==> src/inc/total_config_consts.svh <==
// Purpose: named offsets, word indices, field positions and reset values of the total-configuration job handler
// Assumes: APB byte addresses on an 8-bit address bus, 16-bit job words
// Notes: definitions only
`ifndef TOTAL_CONFIG_CONSTS_SVH
`define TOTAL_CONFIG_CONSTS_SVH

// ----------------------------------------------------------------
// register byte offsets
// ----------------------------------------------------------------
`define OFS_JOB_DATA 8'h00
`define OFS_JOB_CTRL 8'h04
`define OFS_STATUS 8'h08
`define OFS_RESP_DATA 8'h0c
`define OFS_MODE 8'h10

// ----------------------------------------------------------------
// control and status fields
// ----------------------------------------------------------------
`define CTRL_START_BIT 0
`define CTRL_CLEAR_BIT 1
`define STAT_BUSY_BIT 0
`define STAT_DONE_BIT 1
`define STAT_ERROR_BIT 2
`define STAT_CFGMODE_BIT 3
`define STAT_JOBCNT_LSB 8
`define STAT_RESPLEFT_LSB 16
`define MODE_CFGSEL_BIT 0
`define MODE_AUTOADDR_BIT 1

// ----------------------------------------------------------------
// job word layout
// ----------------------------------------------------------------
`define CMD_GROUP 4'h1
`define CMD_READ_TOTAL 4'h9
`define CMD_CONFIG_TOTAL 4'ha
`define READ_JOB_LEN 5'd1
`define CONFIG_JOB_LEN 5'd28
`define JOB_DEPTH 28
`define JOB_CNT_MAX 5'h1f
`define JOB_LIST_FIRST 5'd1
`define JOB_CFG_FIRST 5'd3
`define JOB_PARAM_FIRST 5'd19
`define JOB_FLAG_WORD 5'd27

// ----------------------------------------------------------------
// response word layout
// ----------------------------------------------------------------
`define RESP_LEN 5'd27
`define RESP_CFG_FIRST 5'd2
`define RESP_PARAM_FIRST 5'd18
`define RESP_FLAG_WORD 5'd26

// ----------------------------------------------------------------
// flag positions inside the 16-bit flag word
// ----------------------------------------------------------------
`define FLAGW_CFG_MODE_BIT 11
`define FLAGW_AUTO_ADDR_BIT 3

// ----------------------------------------------------------------
// reset values
// ----------------------------------------------------------------
`define RST_CONFIG_MODE 1'b1
`define RST_CFG_MODE_SEL 1'b1
`define RST_AUTO_ADDR 1'b0

`endif

==> src/inc/total_config_pkg.sv <==
// Purpose: types shared by the total-configuration job handler and its bench
// Assumes: 32 slaves, one byte of configuration and one nibble of parameter per slave
// Notes: constants live in total_config_consts.svh
package total_config_pkg;

	typedef enum logic [0:0] {
		ST_IDLE = 1'b0,
		ST_LOAD = 1'b1
	} exec_state_t;

	typedef struct packed {
		logic psel;
		logic penable;
		logic pwrite;
		logic [7:0] paddr;
		logic [31:0] pwdata;
	} apb_req_t;

	typedef struct packed {
		logic pready;
		logic [31:0] prdata;
		logic pslverr;
	} apb_rsp_t;

	// live view of the bus, from the bus sequencer on the same clock
	typedef struct packed {
		logic [31:0] activeSlaveList;
		logic [31:0] detectedList;
		logic [255:0] slaveCfg;
		logic [127:0] slaveParam;
		logic offlineActive;
		logic lowBusVoltage;
		logic normalMode;
		logic autoprogPossible;
		logic noWrongSlave;
		logic zeroAddressPresent;
		logic offlineRequested;
		logic eepromOk;
	} actual_cfg_t;

	typedef struct packed {
		logic [31:0] projectedSlaveList;
		logic [255:0] slaveCfg;
		logic [127:0] slaveParam;
		logic configModeSel;
		logic autoAddrEn;
	} desired_cfg_t;

	typedef struct packed {
		exec_state_t fsm;
		logic [4:0] jobWordCount;
		logic [4:0] loadIdx;
		logic [4:0] respPtr;
		logic [4:0] respLen;
		logic busy;
		logic done;
		logic error;
		logic configMode;
		logic nvStore;
		logic paramSend;
		desired_cfg_t desired;
		logic [31:0] prdata;
		logic pslverr;
	} handler_state_t;

endpackage : total_config_pkg

==> src/design/job_word_store.sv <==
// Purpose: holds the words of one host job until it is executed
// Assumes: one write port, one asynchronous read port
// Notes: no reset; contents are only read below the written word count
`timescale 1ns/1ps
`include "total_config_consts.svh"
module job_word_store #(
	parameter int DEPTH = `JOB_DEPTH,
	parameter int WIDTH = 16,
	parameter int AW = 5
) (
	input wire logic sys_clk,
	input wire logic wrEn,
	input wire logic [AW-1:0] wrAddr,
	input wire logic [WIDTH-1:0] wrData,
	input wire logic [AW-1:0] rdAddr,
	output logic [WIDTH-1:0] rdData
);
	logic [WIDTH-1:0] mem [DEPTH];

	always_ff @(posedge sys_clk) begin
		if (wrEn && (int'(wrAddr) < DEPTH)) begin
			mem[wrAddr] <= wrData;
		end
	end

	assign rdData = (int'(rdAddr) < DEPTH) ? mem[rdAddr] : '0;
endmodule : job_word_store

==> src/design/total_config_job_handler.sv <==
// Purpose: executes the read-total-configuration and configure-total-system host jobs
// Assumes: host fills the job over APB, starts it, then pops the response words
// Notes: actual bus view arrives on the same clock from the bus sequencer
`timescale 1ns/1ps
`include "total_config_consts.svh"

// Behaviour
// - read job: word nibbles 1 then 9
// - active list, two words, slave 0 at bit15
// - sixteen config words, even slave upper byte
// - eight parameter words, slave 0 slot empty
// - flag1 bits 0..7 fixed meanings
// - flag2: offline, memory ok, auto address
// - configure job: 28 words, command 1 A
// - accepted configure job replaces desired set
// - protected mode activates projected slaves only
// - stored bytes give required slave config
// - store parameters, send them at start-up
// - supplied mode flag picks mode after sync
// - supplied auto-address flag enables programming
// - all other supplied flags ignored
// - mode flag mirrors configuration mode
// - match flag only when projected list and projected slaves' config bytes equal actual
module total_config_job_handler #(
	parameter int JOB_DEPTH = `JOB_DEPTH
) (
	input wire logic sys_clk,
	input wire logic nrst,
	input total_config_pkg::apb_req_t apbReq,
	output total_config_pkg::apb_rsp_t apbRsp,
	input total_config_pkg::actual_cfg_t actual,
	input wire logic syncDone,
	output total_config_pkg::desired_cfg_t desired,
	output logic configModeActive,
	output logic [31:0] activateMask,
	output logic nvStore,
	output logic paramSend
);

	// ----------------------------------------------------------------
	// word packing helpers
	// ----------------------------------------------------------------
	function automatic logic [15:0] list_word(input logic [31:0] list, input logic upper);
		logic [15:0] r;
		r = '0;
		for (int k = 0; k < 16; k++) begin
			r[15-k] = upper ? list[16+k] : list[k];
		end
		return r;
	endfunction : list_word

	function automatic logic [15:0] cfg_word(input logic [255:0] cfg, input logic [3:0] w);
		int s;
		s = 2 * int'(w);
		return {cfg[8*s +: 8], cfg[8*(s+1) +: 8]};
	endfunction : cfg_word

	function automatic logic [15:0] param_word(input logic [127:0] prm, input logic [2:0] w);
		logic [15:0] r;
		int s;
		r = '0;
		for (int n = 0; n < 4; n++) begin
			s = 4 * int'(w) + n;
			if (s != 0) begin
				r[15-4*n -: 4] = prm[4*s +: 4];
			end
		end
		return r;
	endfunction : param_word

	// ----------------------------------------------------------------
	// state
	// ----------------------------------------------------------------
	total_config_pkg::handler_state_t st;
	total_config_pkg::handler_state_t next_st;

	logic [15:0] jobWord;
	logic [4:0] storeRdAddr;
	logic storeWrEn;
	logic configMatch;
	logic [7:0] flag1;
	logic [7:0] flag2;
	logic [15:0] respWord;
	logic setup;
	logic access;

	// ----------------------------------------------------------------
	// job word store
	// ----------------------------------------------------------------
	assign storeRdAddr = (st.fsm == total_config_pkg::ST_LOAD) ? st.loadIdx : '0;

	job_word_store #(
		.DEPTH(JOB_DEPTH),
		.WIDTH(16),
		.AW(5)
	) u_store (
		.sys_clk(sys_clk),
		.wrEn(storeWrEn),
		.wrAddr(st.jobWordCount),
		.wrData(apbReq.pwdata[15:0]),
		.rdAddr(storeRdAddr),
		.rdData(jobWord)
	);

	// ----------------------------------------------------------------
	// flags and configuration match
	// ----------------------------------------------------------------
	always_comb begin
		configMatch = (st.desired.projectedSlaveList == actual.detectedList);
		for (int s = 0; s < 32; s++) begin
			if (st.desired.projectedSlaveList[s] &&
				(st.desired.slaveCfg[8*s +: 8] != actual.slaveCfg[8*s +: 8])) begin
				configMatch = 1'b0;
			end
		end
	end

	assign flag1 = {configMatch, actual.zeroAddressPresent, st.desired.autoAddrEn & actual.noWrongSlave,
		actual.autoprogPossible, st.configMode, actual.normalMode, actual.lowBusVoltage,
		actual.offlineActive};
	// reserved bits read as zero
	assign flag2 = {4'h0, st.desired.autoAddrEn, actual.eepromOk, 1'b0, actual.offlineRequested};

	// ----------------------------------------------------------------
	// response word selection, built live from the current bus view
	// ----------------------------------------------------------------
	always_comb begin
		respWord = '0;
		if (st.respPtr < `RESP_CFG_FIRST) begin
			respWord = list_word(actual.activeSlaveList, st.respPtr[0]);
		end else if (st.respPtr < `RESP_PARAM_FIRST) begin
			respWord = cfg_word(actual.slaveCfg, 4'(st.respPtr - `RESP_CFG_FIRST));
		end else if (st.respPtr < `RESP_FLAG_WORD) begin
			respWord = param_word(actual.slaveParam, 3'(st.respPtr - `RESP_PARAM_FIRST));
		end else if (st.respPtr == `RESP_FLAG_WORD) begin
			respWord = {flag1, flag2};
		end
	end

	// ----------------------------------------------------------------
	// bus phases
	// ----------------------------------------------------------------
	assign setup = apbReq.psel & ~apbReq.penable;
	assign access = apbReq.psel & apbReq.penable;
	// job words land in the store only while idle and below its depth
	assign storeWrEn = access && apbReq.pwrite && (apbReq.paddr == `OFS_JOB_DATA) && !st.busy
		&& (int'(st.jobWordCount) < JOB_DEPTH);

	// ----------------------------------------------------------------
	// next state
	// ----------------------------------------------------------------
	always_comb begin
		int w;
		int s;
		w = 0;
		s = 0;
		next_st = st;
		next_st.nvStore = 1'b0;
		next_st.paramSend = 1'b0;

		// read data is fetched in the setup cycle so the access cycle needs no wait
		if (setup) begin
			next_st.prdata = '0;
			next_st.pslverr = 1'b0;
			unique case (apbReq.paddr)
				`OFS_JOB_DATA, `OFS_JOB_CTRL: begin
					next_st.pslverr = !apbReq.pwrite;
				end
				`OFS_STATUS: begin
					next_st.pslverr = apbReq.pwrite;
					next_st.prdata[`STAT_BUSY_BIT] = st.busy;
					next_st.prdata[`STAT_DONE_BIT] = st.done;
					next_st.prdata[`STAT_ERROR_BIT] = st.error;
					next_st.prdata[`STAT_CFGMODE_BIT] = st.configMode;
					next_st.prdata[`STAT_JOBCNT_LSB +: 5] = st.jobWordCount;
					next_st.prdata[`STAT_RESPLEFT_LSB +: 5] = st.respLen - st.respPtr;
				end
				`OFS_RESP_DATA: begin
					next_st.pslverr = apbReq.pwrite;
					if (st.respPtr < st.respLen) begin
						next_st.prdata[15:0] = respWord;
					end
				end
				`OFS_MODE: begin
					next_st.pslverr = apbReq.pwrite;
					next_st.prdata[`MODE_CFGSEL_BIT] = st.desired.configModeSel;
					next_st.prdata[`MODE_AUTOADDR_BIT] = st.desired.autoAddrEn;
				end
				default: begin
					next_st.pslverr = 1'b1;
				end
			endcase
		end

		if (access && !st.pslverr) begin
			if (apbReq.pwrite && (apbReq.paddr == `OFS_JOB_DATA) && !st.busy) begin
				// overflow saturates, so an over-long job fails the length check
				if (st.jobWordCount != `JOB_CNT_MAX) begin
					next_st.jobWordCount = st.jobWordCount + 5'd1;
				end
			end
			if (apbReq.pwrite && (apbReq.paddr == `OFS_JOB_CTRL) && !st.busy) begin
				if (apbReq.pwdata[`CTRL_CLEAR_BIT]) begin
					next_st.jobWordCount = '0;
					next_st.respLen = '0;
					next_st.respPtr = '0;
					next_st.done = 1'b0;
					next_st.error = 1'b0;
				end else if (apbReq.pwdata[`CTRL_START_BIT]) begin
					next_st.done = 1'b0;
					next_st.error = 1'b0;
					next_st.jobWordCount = '0;
					if (st.jobWordCount != '0 && jobWord[15:12] == `CMD_GROUP
						&& jobWord[11:8] == `CMD_READ_TOTAL && st.jobWordCount == `READ_JOB_LEN) begin
						next_st.respLen = `RESP_LEN;
						next_st.respPtr = '0;
						next_st.done = 1'b1;
					end else if (st.jobWordCount != '0 && jobWord[15:12] == `CMD_GROUP
						&& jobWord[11:8] == `CMD_CONFIG_TOTAL && st.jobWordCount == `CONFIG_JOB_LEN) begin
						next_st.fsm = total_config_pkg::ST_LOAD;
						next_st.busy = 1'b1;
						next_st.loadIdx = `JOB_LIST_FIRST;
						next_st.respLen = '0;
						next_st.respPtr = '0;
					end else begin
						next_st.error = 1'b1;
					end
				end
			end
			if (!apbReq.pwrite && (apbReq.paddr == `OFS_RESP_DATA) && (st.respPtr < st.respLen)) begin
				next_st.respPtr = st.respPtr + 5'd1;
			end
		end

		// ----------------------------------------------------------------
		// configure job: one job word per cycle into the desired set
		// ----------------------------------------------------------------
		unique case (st.fsm)
			total_config_pkg::ST_IDLE: begin
			end
			total_config_pkg::ST_LOAD: begin
				if (st.loadIdx < `JOB_CFG_FIRST) begin
					w = int'(st.loadIdx - `JOB_LIST_FIRST);
					for (int k = 0; k < 16; k++) begin
						next_st.desired.projectedSlaveList[16*w+k] = jobWord[15-k];
					end
				end else if (st.loadIdx < `JOB_PARAM_FIRST) begin
					s = 2 * int'(st.loadIdx - `JOB_CFG_FIRST);
					next_st.desired.slaveCfg[8*s +: 8] = jobWord[15:8];
					next_st.desired.slaveCfg[8*(s+1) +: 8] = jobWord[7:0];
				end else if (st.loadIdx < `JOB_FLAG_WORD) begin
					for (int n = 0; n < 4; n++) begin
						s = 4 * int'(st.loadIdx - `JOB_PARAM_FIRST) + n;
						if (s != 0) begin
							next_st.desired.slaveParam[4*s +: 4] = jobWord[15-4*n -: 4];
						end
					end
				end else begin
					// only the two mode flags are taken
					next_st.desired.configModeSel = jobWord[`FLAGW_CFG_MODE_BIT];
					next_st.desired.autoAddrEn = jobWord[`FLAGW_AUTO_ADDR_BIT];
				end
				if (st.loadIdx == `JOB_FLAG_WORD) begin
					next_st.fsm = total_config_pkg::ST_IDLE;
					next_st.busy = 1'b0;
					next_st.done = 1'b1;
					next_st.nvStore = 1'b1;
				end else begin
					next_st.loadIdx = st.loadIdx + 5'd1;
				end
			end
		endcase

		// start-up after synchronisation takes the stored mode and resends parameters
		if (syncDone) begin
			next_st.configMode = st.desired.configModeSel;
			next_st.paramSend = 1'b1;
		end
	end

	// ----------------------------------------------------------------
	// registers
	// ----------------------------------------------------------------
	always_ff @(posedge sys_clk or negedge nrst) begin
		if (!nrst) begin
			st <= '0;
			st.fsm <= total_config_pkg::ST_IDLE;
			st.configMode <= `RST_CONFIG_MODE;
			st.desired.configModeSel <= `RST_CFG_MODE_SEL;
			st.desired.autoAddrEn <= `RST_AUTO_ADDR;
		end else begin
			st <= next_st;
		end
	end

	// ----------------------------------------------------------------
	// outputs
	// ----------------------------------------------------------------
	assign apbRsp.pready = 1'b1;
	assign apbRsp.prdata = st.prdata;
	assign apbRsp.pslverr = st.pslverr & access;
	assign desired = st.desired;
	assign configModeActive = st.configMode;
	// configuration mode lets every detected slave run; protected mode gates by the projected list
	assign activateMask = st.configMode ? actual.detectedList : st.desired.projectedSlaveList;
	assign nvStore = st.nvStore;
	assign paramSend = st.paramSend;

endmodule : total_config_job_handler

==> config.mk <==
export PLATFORM = sky130hd
export DESIGN_NAME = total_config_job_handler
export DESIGN_NICKNAME = d
export VERILOG_FILES = /design/src/inc/total_config_pkg.sv /design/src/design/job_word_store.sv /design/src/design/total_config_job_handler.sv
export VERILOG_INCLUDE_DIRS = /design/src /design/src/inc
export SDC_FILE = /design/constraint.sdc
export NUM_CORES = 2
export LEC_CHECK = 0
export ABC_AREA = 0
export BUFFER_PORTS_ARGS = -buffer_cell sky130_fd_sc_hd__buf_2
export CAP_MARGIN = 5
export CELL_PAD_IN_SITES_DETAIL_PLACEMENT = 0
export CELL_PAD_IN_SITES_GLOBAL_PLACEMENT = 1
export CORE_AREA = 4 4 384 386
export DETAILED_ROUTE_END_ITERATION = 10
export DIE_AREA = 0 0 388 390
export PLACE_DENSITY = 0.66
export RECOVER_POWER = 50
export SLEW_MARGIN = 20
export SYNTH_ARGS = -nofsm -noshare
export SYNTH_HDL_FRONTEND = slang
export SYNTH_SLANG_ARGS = --single-unit
==> constraint.sdc <==
create_clock -name sys_clk -period 10 [get_ports sys_clk]
set_clock_uncertainty 0.2 [all_clocks]
set_input_delay 2 -clock sys_clk [delete_from_list [all_inputs] [get_ports sys_clk]]
set_output_delay 2 -clock sys_clk [all_outputs]
set_load 0.03 [all_outputs]
# == Word level (Yosys, flattened, before mapping) ==
# Memory sizes are Yosys's and may differ from the RTL's.
# Cells that the tools add are included.
# word_totals
out_inout_bits,487
ff_bits,467
word_cells,430
memories,1
ram_bits,448
inputBits,502
# mem_list
name,depth,word_bits,rd,rd_ports_with_merged_regs,wr,line,source
u_store.mem,28,16,1,0,1,job_word_store.sv:18,logic [WIDTH-1:0] mem [DEPTH];
# op_classes
reduce_logical,92
shift,18
bitwise_logic,8
addsub,38
n_lt_le_gt_ge,41
eq_ne,45
muxes,169
# op_table
op,n
$mux 128,16
$bwmux 128,4
$bwmux 256,2
$bwmux 32,16
$shift 4x33->128 const A,4
$shift 8x33->256 const A,2
$shiftx 4x33->128,4
$shiftx 8x33->256,2
$shiftx 128x9->4,3
$ne 8x8->1,32
$reduce_bool 32->1,8
$shiftx 256x10->8,1
$shiftx 256x9->8,1
$ge 11x1->1 const B,15
$lt 11x7->1 const B,15
$shiftx 128x8->4,1
$mux 16,7
$add 10x5->11 const B,8
$mux 1,79
$demux 1 s5,15
$mux 24,3
$neg 10->33,2
$neg 11->33,2
$neg 32->33,2
54 further kinds,167

# == Depth between registers and ports, before layout ==
# depth
depth_word,40
depth_mapped,22
depth_no_buf,15

# == By module ==
# Synthesis repeated with hierarchy kept, for this count alone.
# hier_totals
cells_unflattened,3810
hier_area_um2,47575.6
# by_module_without_submodules
module,cells_each,seq_area_each_um2,n_inst,area_per_inst_um2
total_config_job_handler,2820,11588.6,1,29962.5
job_word_store,990,13452.9,1,17613.1

# == Worst setup path before layout ==
# No wires, ideal clock.
# synth_path
path_type,reg2reg
start,register st[468] (netlist name)
end,"register, netlist name desired[280]"
slack_ns,4.909
path_stages_with_launch,21
required_time_ns,9.675
n_path_buf,6
arrival_time_ns,4.766
cell_sequence,dfrtp_1 clkinv_1 clkbuf_1 clkbuf_1 clkbuf_1 ha_1 clkbuf_1 nand2b_1 nor3_1 nand2_1 inv_1 ha_1 and4b_1 nand3_1 a2111oi_0 nor3b_1 buf_2 and3_1 nand2_1 buf_2 mux2_2
# synth_via
elab_chain_len,6
# synth_rtl
item,line,source
"start, declared",total_config_job_handler.sv:74,total_config_pkg::handler_state_t st;
"start signal, assigned",total_config_job_handler.sv:292,st <= next_st;
"parallel branches: the longest is 6 deep, another holds $neg 11->33",n/a,
# Parallel ways; which one is timed is not known.
# A chain may end at the register's enable or synchronous reset.

# == Worst setup path in the final report ==
# layout_path
start,register st[467] (netlist name)
end,"register, netlist name desired[197]"
# layout_via
elab_chain_len,6
# layout_rtl
item
"parallel branches: the longest is 6 deep, another holds $neg 11->33"
# Parallel ways; which one is timed is not known.

==> results.json <==
{
  "outcome": "complete, but fails checks",
  "violations": "capacitance limit, slew limit",
  "cts_max_level": 3,
  "pwr-share-clk": 0.451,
  "track_usage": 0.288,
  "critical-path-top-delay-family": "simple AND/OR/NAND/NOR gates",
  "grtUsageMet3": 0.0709,
  "cts_root_buf": "clkbuf_16",
  "start_kind": "flip-flop",
  "cp.required_ns": 10.36,
  "drive_gt1_frac": 0.269,
  "ys_warn_count": 0,
  "vdd.ir_drop.worst_mv": 0.131,
  "yosysUniqueCellTypes": 93,
  "worst_setup_path_end_kind": "flip-flop",
  "cpPeakStageDelay_ns": 0.82,
  "cts-resized-gates": 0,
  "r2r_cells": 16,
  "placed_cell_area_um2": 50900,
  "fp.dieW_um": 388,
  "cap_viol_max_count": 4,
  "p_seq_frac": 0.498,
  "rsz0062_at_grt": "no",
  "crit_top_cell": "nand2_1",
  "crit_slowest_cell": "dfrtp_4",
  "arrival_ns": 7.24,
  "dr.first_iter.drc_count": 3813,
  "ys.flop_type": "dfrtp_1",
  "final_nets": 5009,
  "antenna_found_initial": 42,
  "coreArea_um2": 143000,
  "p_leak_uw": 0.0217,
  "synth_sequential_area_ratio": 0.530,
  "fillers": 14243,
  "hold_start": "desired[14]",
  "tritoncts": "done",
  "route.detailed.drc": 0,
  "finalCritPeriodShare": 0.689,
  "gr-max-usage-layer": "met2",
  "via_per_inst": 5.50,
  "final_cell_area_um2": 53600,
  "r2r-start": "st[467]",
  "die_h_um": 390,
  "ant_nets": 0,
  "fin_util": 0.374,
  "vias": 35668,
  "internal_power_uw": 6090,
  "gp_congestion": 1.06,
  "setup_tns_ns": 0,
  "path_class": "reg -> reg",
  "cts_buffers": 99,
  "routedWlPerCell_um": 35.1,
  "worst_r2r_endpoint": "desired[197]",
  "pin_count": 989,
  "ys_async_sr_fraction": 0.508,
  "use_met2": 0.453,
  "wl_um": 228000,
  "setup_viol": 0,
  "grt_max_degree": 141,
  "switching_share": 0.230,
  "dieArea_um2": 151000,
  "worstMarginPinSlew_ns": 3.83,
  "grt_pass1_wl_um": 300000,
  "cts_setup_buffers": 0,
  "synthCells": 3986,
  "first_pass_iters": 5,
  "powerDensity_nw_per_um2": 148,
  "whs_path_depth": 2,
  "syn_avg_cell_area_um2": 11.8,
  "hold_viol_final": 0,
  "cts.clk_slew.worst_paths_ns": 0.06,
  "clk_path_buf_depth": 3,
  "clock_sinks": 911,
  "slew_headroom": -1.55,
  "met1_usage": 0.375,
  "area_growth_pct": 13.6,
  "grt_pass1_vias": 33785,
  "power_frac_comb": 0.051,
  "max_freq_ghz": 0.145,
  "overflow": 0,
  "path_buf_inv": 3,
  "cts-hold-fix-buffers": 0,
  "synth_edf_count": 448,
  "rrSetupSlack_ns": 3.11,
  "min_period_ns": 6.89,
  "ys_ff_latch": 911,
  "initial_core_util": 0.329,
  "dp_hpwl_um": 179000,
  "synth_area_um2": 47200,
  "min_to": "desired[14]",
  "insertion_delay_ns": 0.70,
  "place.port_buffers": 960,
  "hp-class": "reg -> reg",
  "crit_path_max_fanout": 44,
  "slew_violations": 260,
  "netSwitchingPower_uw": 1820,
  "row_count": 139,
  "whs_ns": 0.275,
  "worstPathCellList": "inv_1, ha_1, nand2b_1, nor3_1, nand2_1, inv_1, ha_1, nor4b_1, nand3_1, a2111oi_0, nor3b_1, buf_4, nor3b_1, nand2_1, nand2_1, o21ai_0"
}
==> routing by layer <==
layer,share of wire,vias up
li1,-,15072
met1,0.40,18272
met2,0.46,1914
met3,0.088,402
met4,0.055,8
met5,0.00019,-
==> layout by cell type, fill, tap and decap left out, types with 84 or more instances in the layout <==
cell       synthesis  routed
clkbuf_16          0      99
nand4_1           84      84
edfxtp_1         448     448
clkbuf_1         116     364
xnor2_1          270     269
buf_4            468      86
dfrtp_1          461     456
mux4_2           137     137
mux2i_1          109     109
buf_2             61     621
o31ai_1           84      84
a21oi_1          143     142
nand2_1          420     415
o21ai_0          271     270
mux2_2           140     140
nor2_1           231     204
==> state kept, by name, indices dropped and copies added (netlist names) <==
register,cells
st,21
u_store.mem,448
paramSend,1
nvStore,1
desired,418
configModeActive,1
apbRsp,21
==> logic make-up (layout without fill, tap and decap cells) <==
logic type               count (synthesis)  count (layout)  synth area share
flip-flops                             911             911             0.530
multiplexers                           386             386             0.122
AND/OR/NAND/NOR                        949             949            0.0915
adder cells (fa/ha/maj)                 32              32           0.00853
other                                    2              31          0.000159
AO/OA/AOI/OAI                          708             708            0.0950
XOR/XNOR                               305             305            0.0567
buffers and inverters                  693            1256            0.0958
==> synthesized netlist by cell type, types with 19 or more instances <==
library cell / n / area, um^2
inv_1: 20 / 75.1
o22ai_1: 25 / 156
mux2_2: 140 / 1580
nand2_1: 420 / 1580
edfxtp_1: 448 / 13500
nor2b_1: 19 / 119
a221oi_1: 24 / 210
a21oi_1: 143 / 716
xnor2_1: 270 / 2360
buf_4: 468 / 3510
nand4_1: 84 / 526
nor2_1: 231 / 867
o21ai_0: 271 / 1360
nand3_1: 45 / 225
and3_1: 22 / 138
dfrtp_1: 461 / 11500
mux2i_1: 109 / 1090
mux4_2: 137 / 3090
nor3_1: 28 / 140
xor2_1: 34 / 298
o31ai_1: 84 / 631
clkbuf_1: 116 / 435
ha_1: 29 / 363
buf_2: 61 / 305
==> final cells by class <==
cell class	count	area (um^2)	share of cell area
multi-input cells	2392	17800	0.333
clock inverters	44	357	0.00665
flip-flops and latches	911	25100	0.467
clock buffers	139	2780	0.0518
diodes	19	47.5	0.000887
well taps	1903	2380	0.0444
repair buffers	1049	5070	0.0945
inverters	24	90.1	0.00168
==> worst max path at each step <==
stage / startpoint / to / depth (start not counted)
after CTS: st[467] / desired[153] / 15
final: st[467] / desired[197] / 16
after global routing: st[467] / desired[198] / 16
after global placement: st[467] / desired[199] / 16
after detailed placement: st[467] / desired[197] / 16
after floorplan: st[468] / desired[280] / 20
==> power by group through the flow <==
stage,Clock [uW],Combinational (uW),Sequential (uW)
global placement,0,395,4010
detailed placement,0,397,4010
floorplan,0,125,4010
finish,3570,403,3940
CTS,3640,399,3940
global route,3790,419,3940
==> worst reg2reg max path: stages (launching register included) <==
cell	delay, ns
dfrtp_4	0.82
inv_1	0.71
ha_1	0.63
nand2b_1	0.28
nor3_1	0.53
nand2_1	0.16
inv_1	0.09
ha_1	0.44
nor4b_1	0.30
nand3_1	0.10
a2111oi_0	0.48
nor3b_1	0.25
buf_4	0.23
nor3b_1	0.68
nand2_1	0.56
nand2_1	0.20
o21ai_0	0.10
==> through the flow <==
step / power (uW) / setup WS (ns) / cells
floorplan: 4140 / 4.91 / 3996
global placement: 4410 / 3.24 / 6279
detailed placement: 4410 / 3.22 / 6279
CTS: 7970 / 3.18 / 6462
global route: 8150 / 2.61 / 6472
finish: 7920 / 3.11 / 6481
Power figures use the tool's default switching activity.
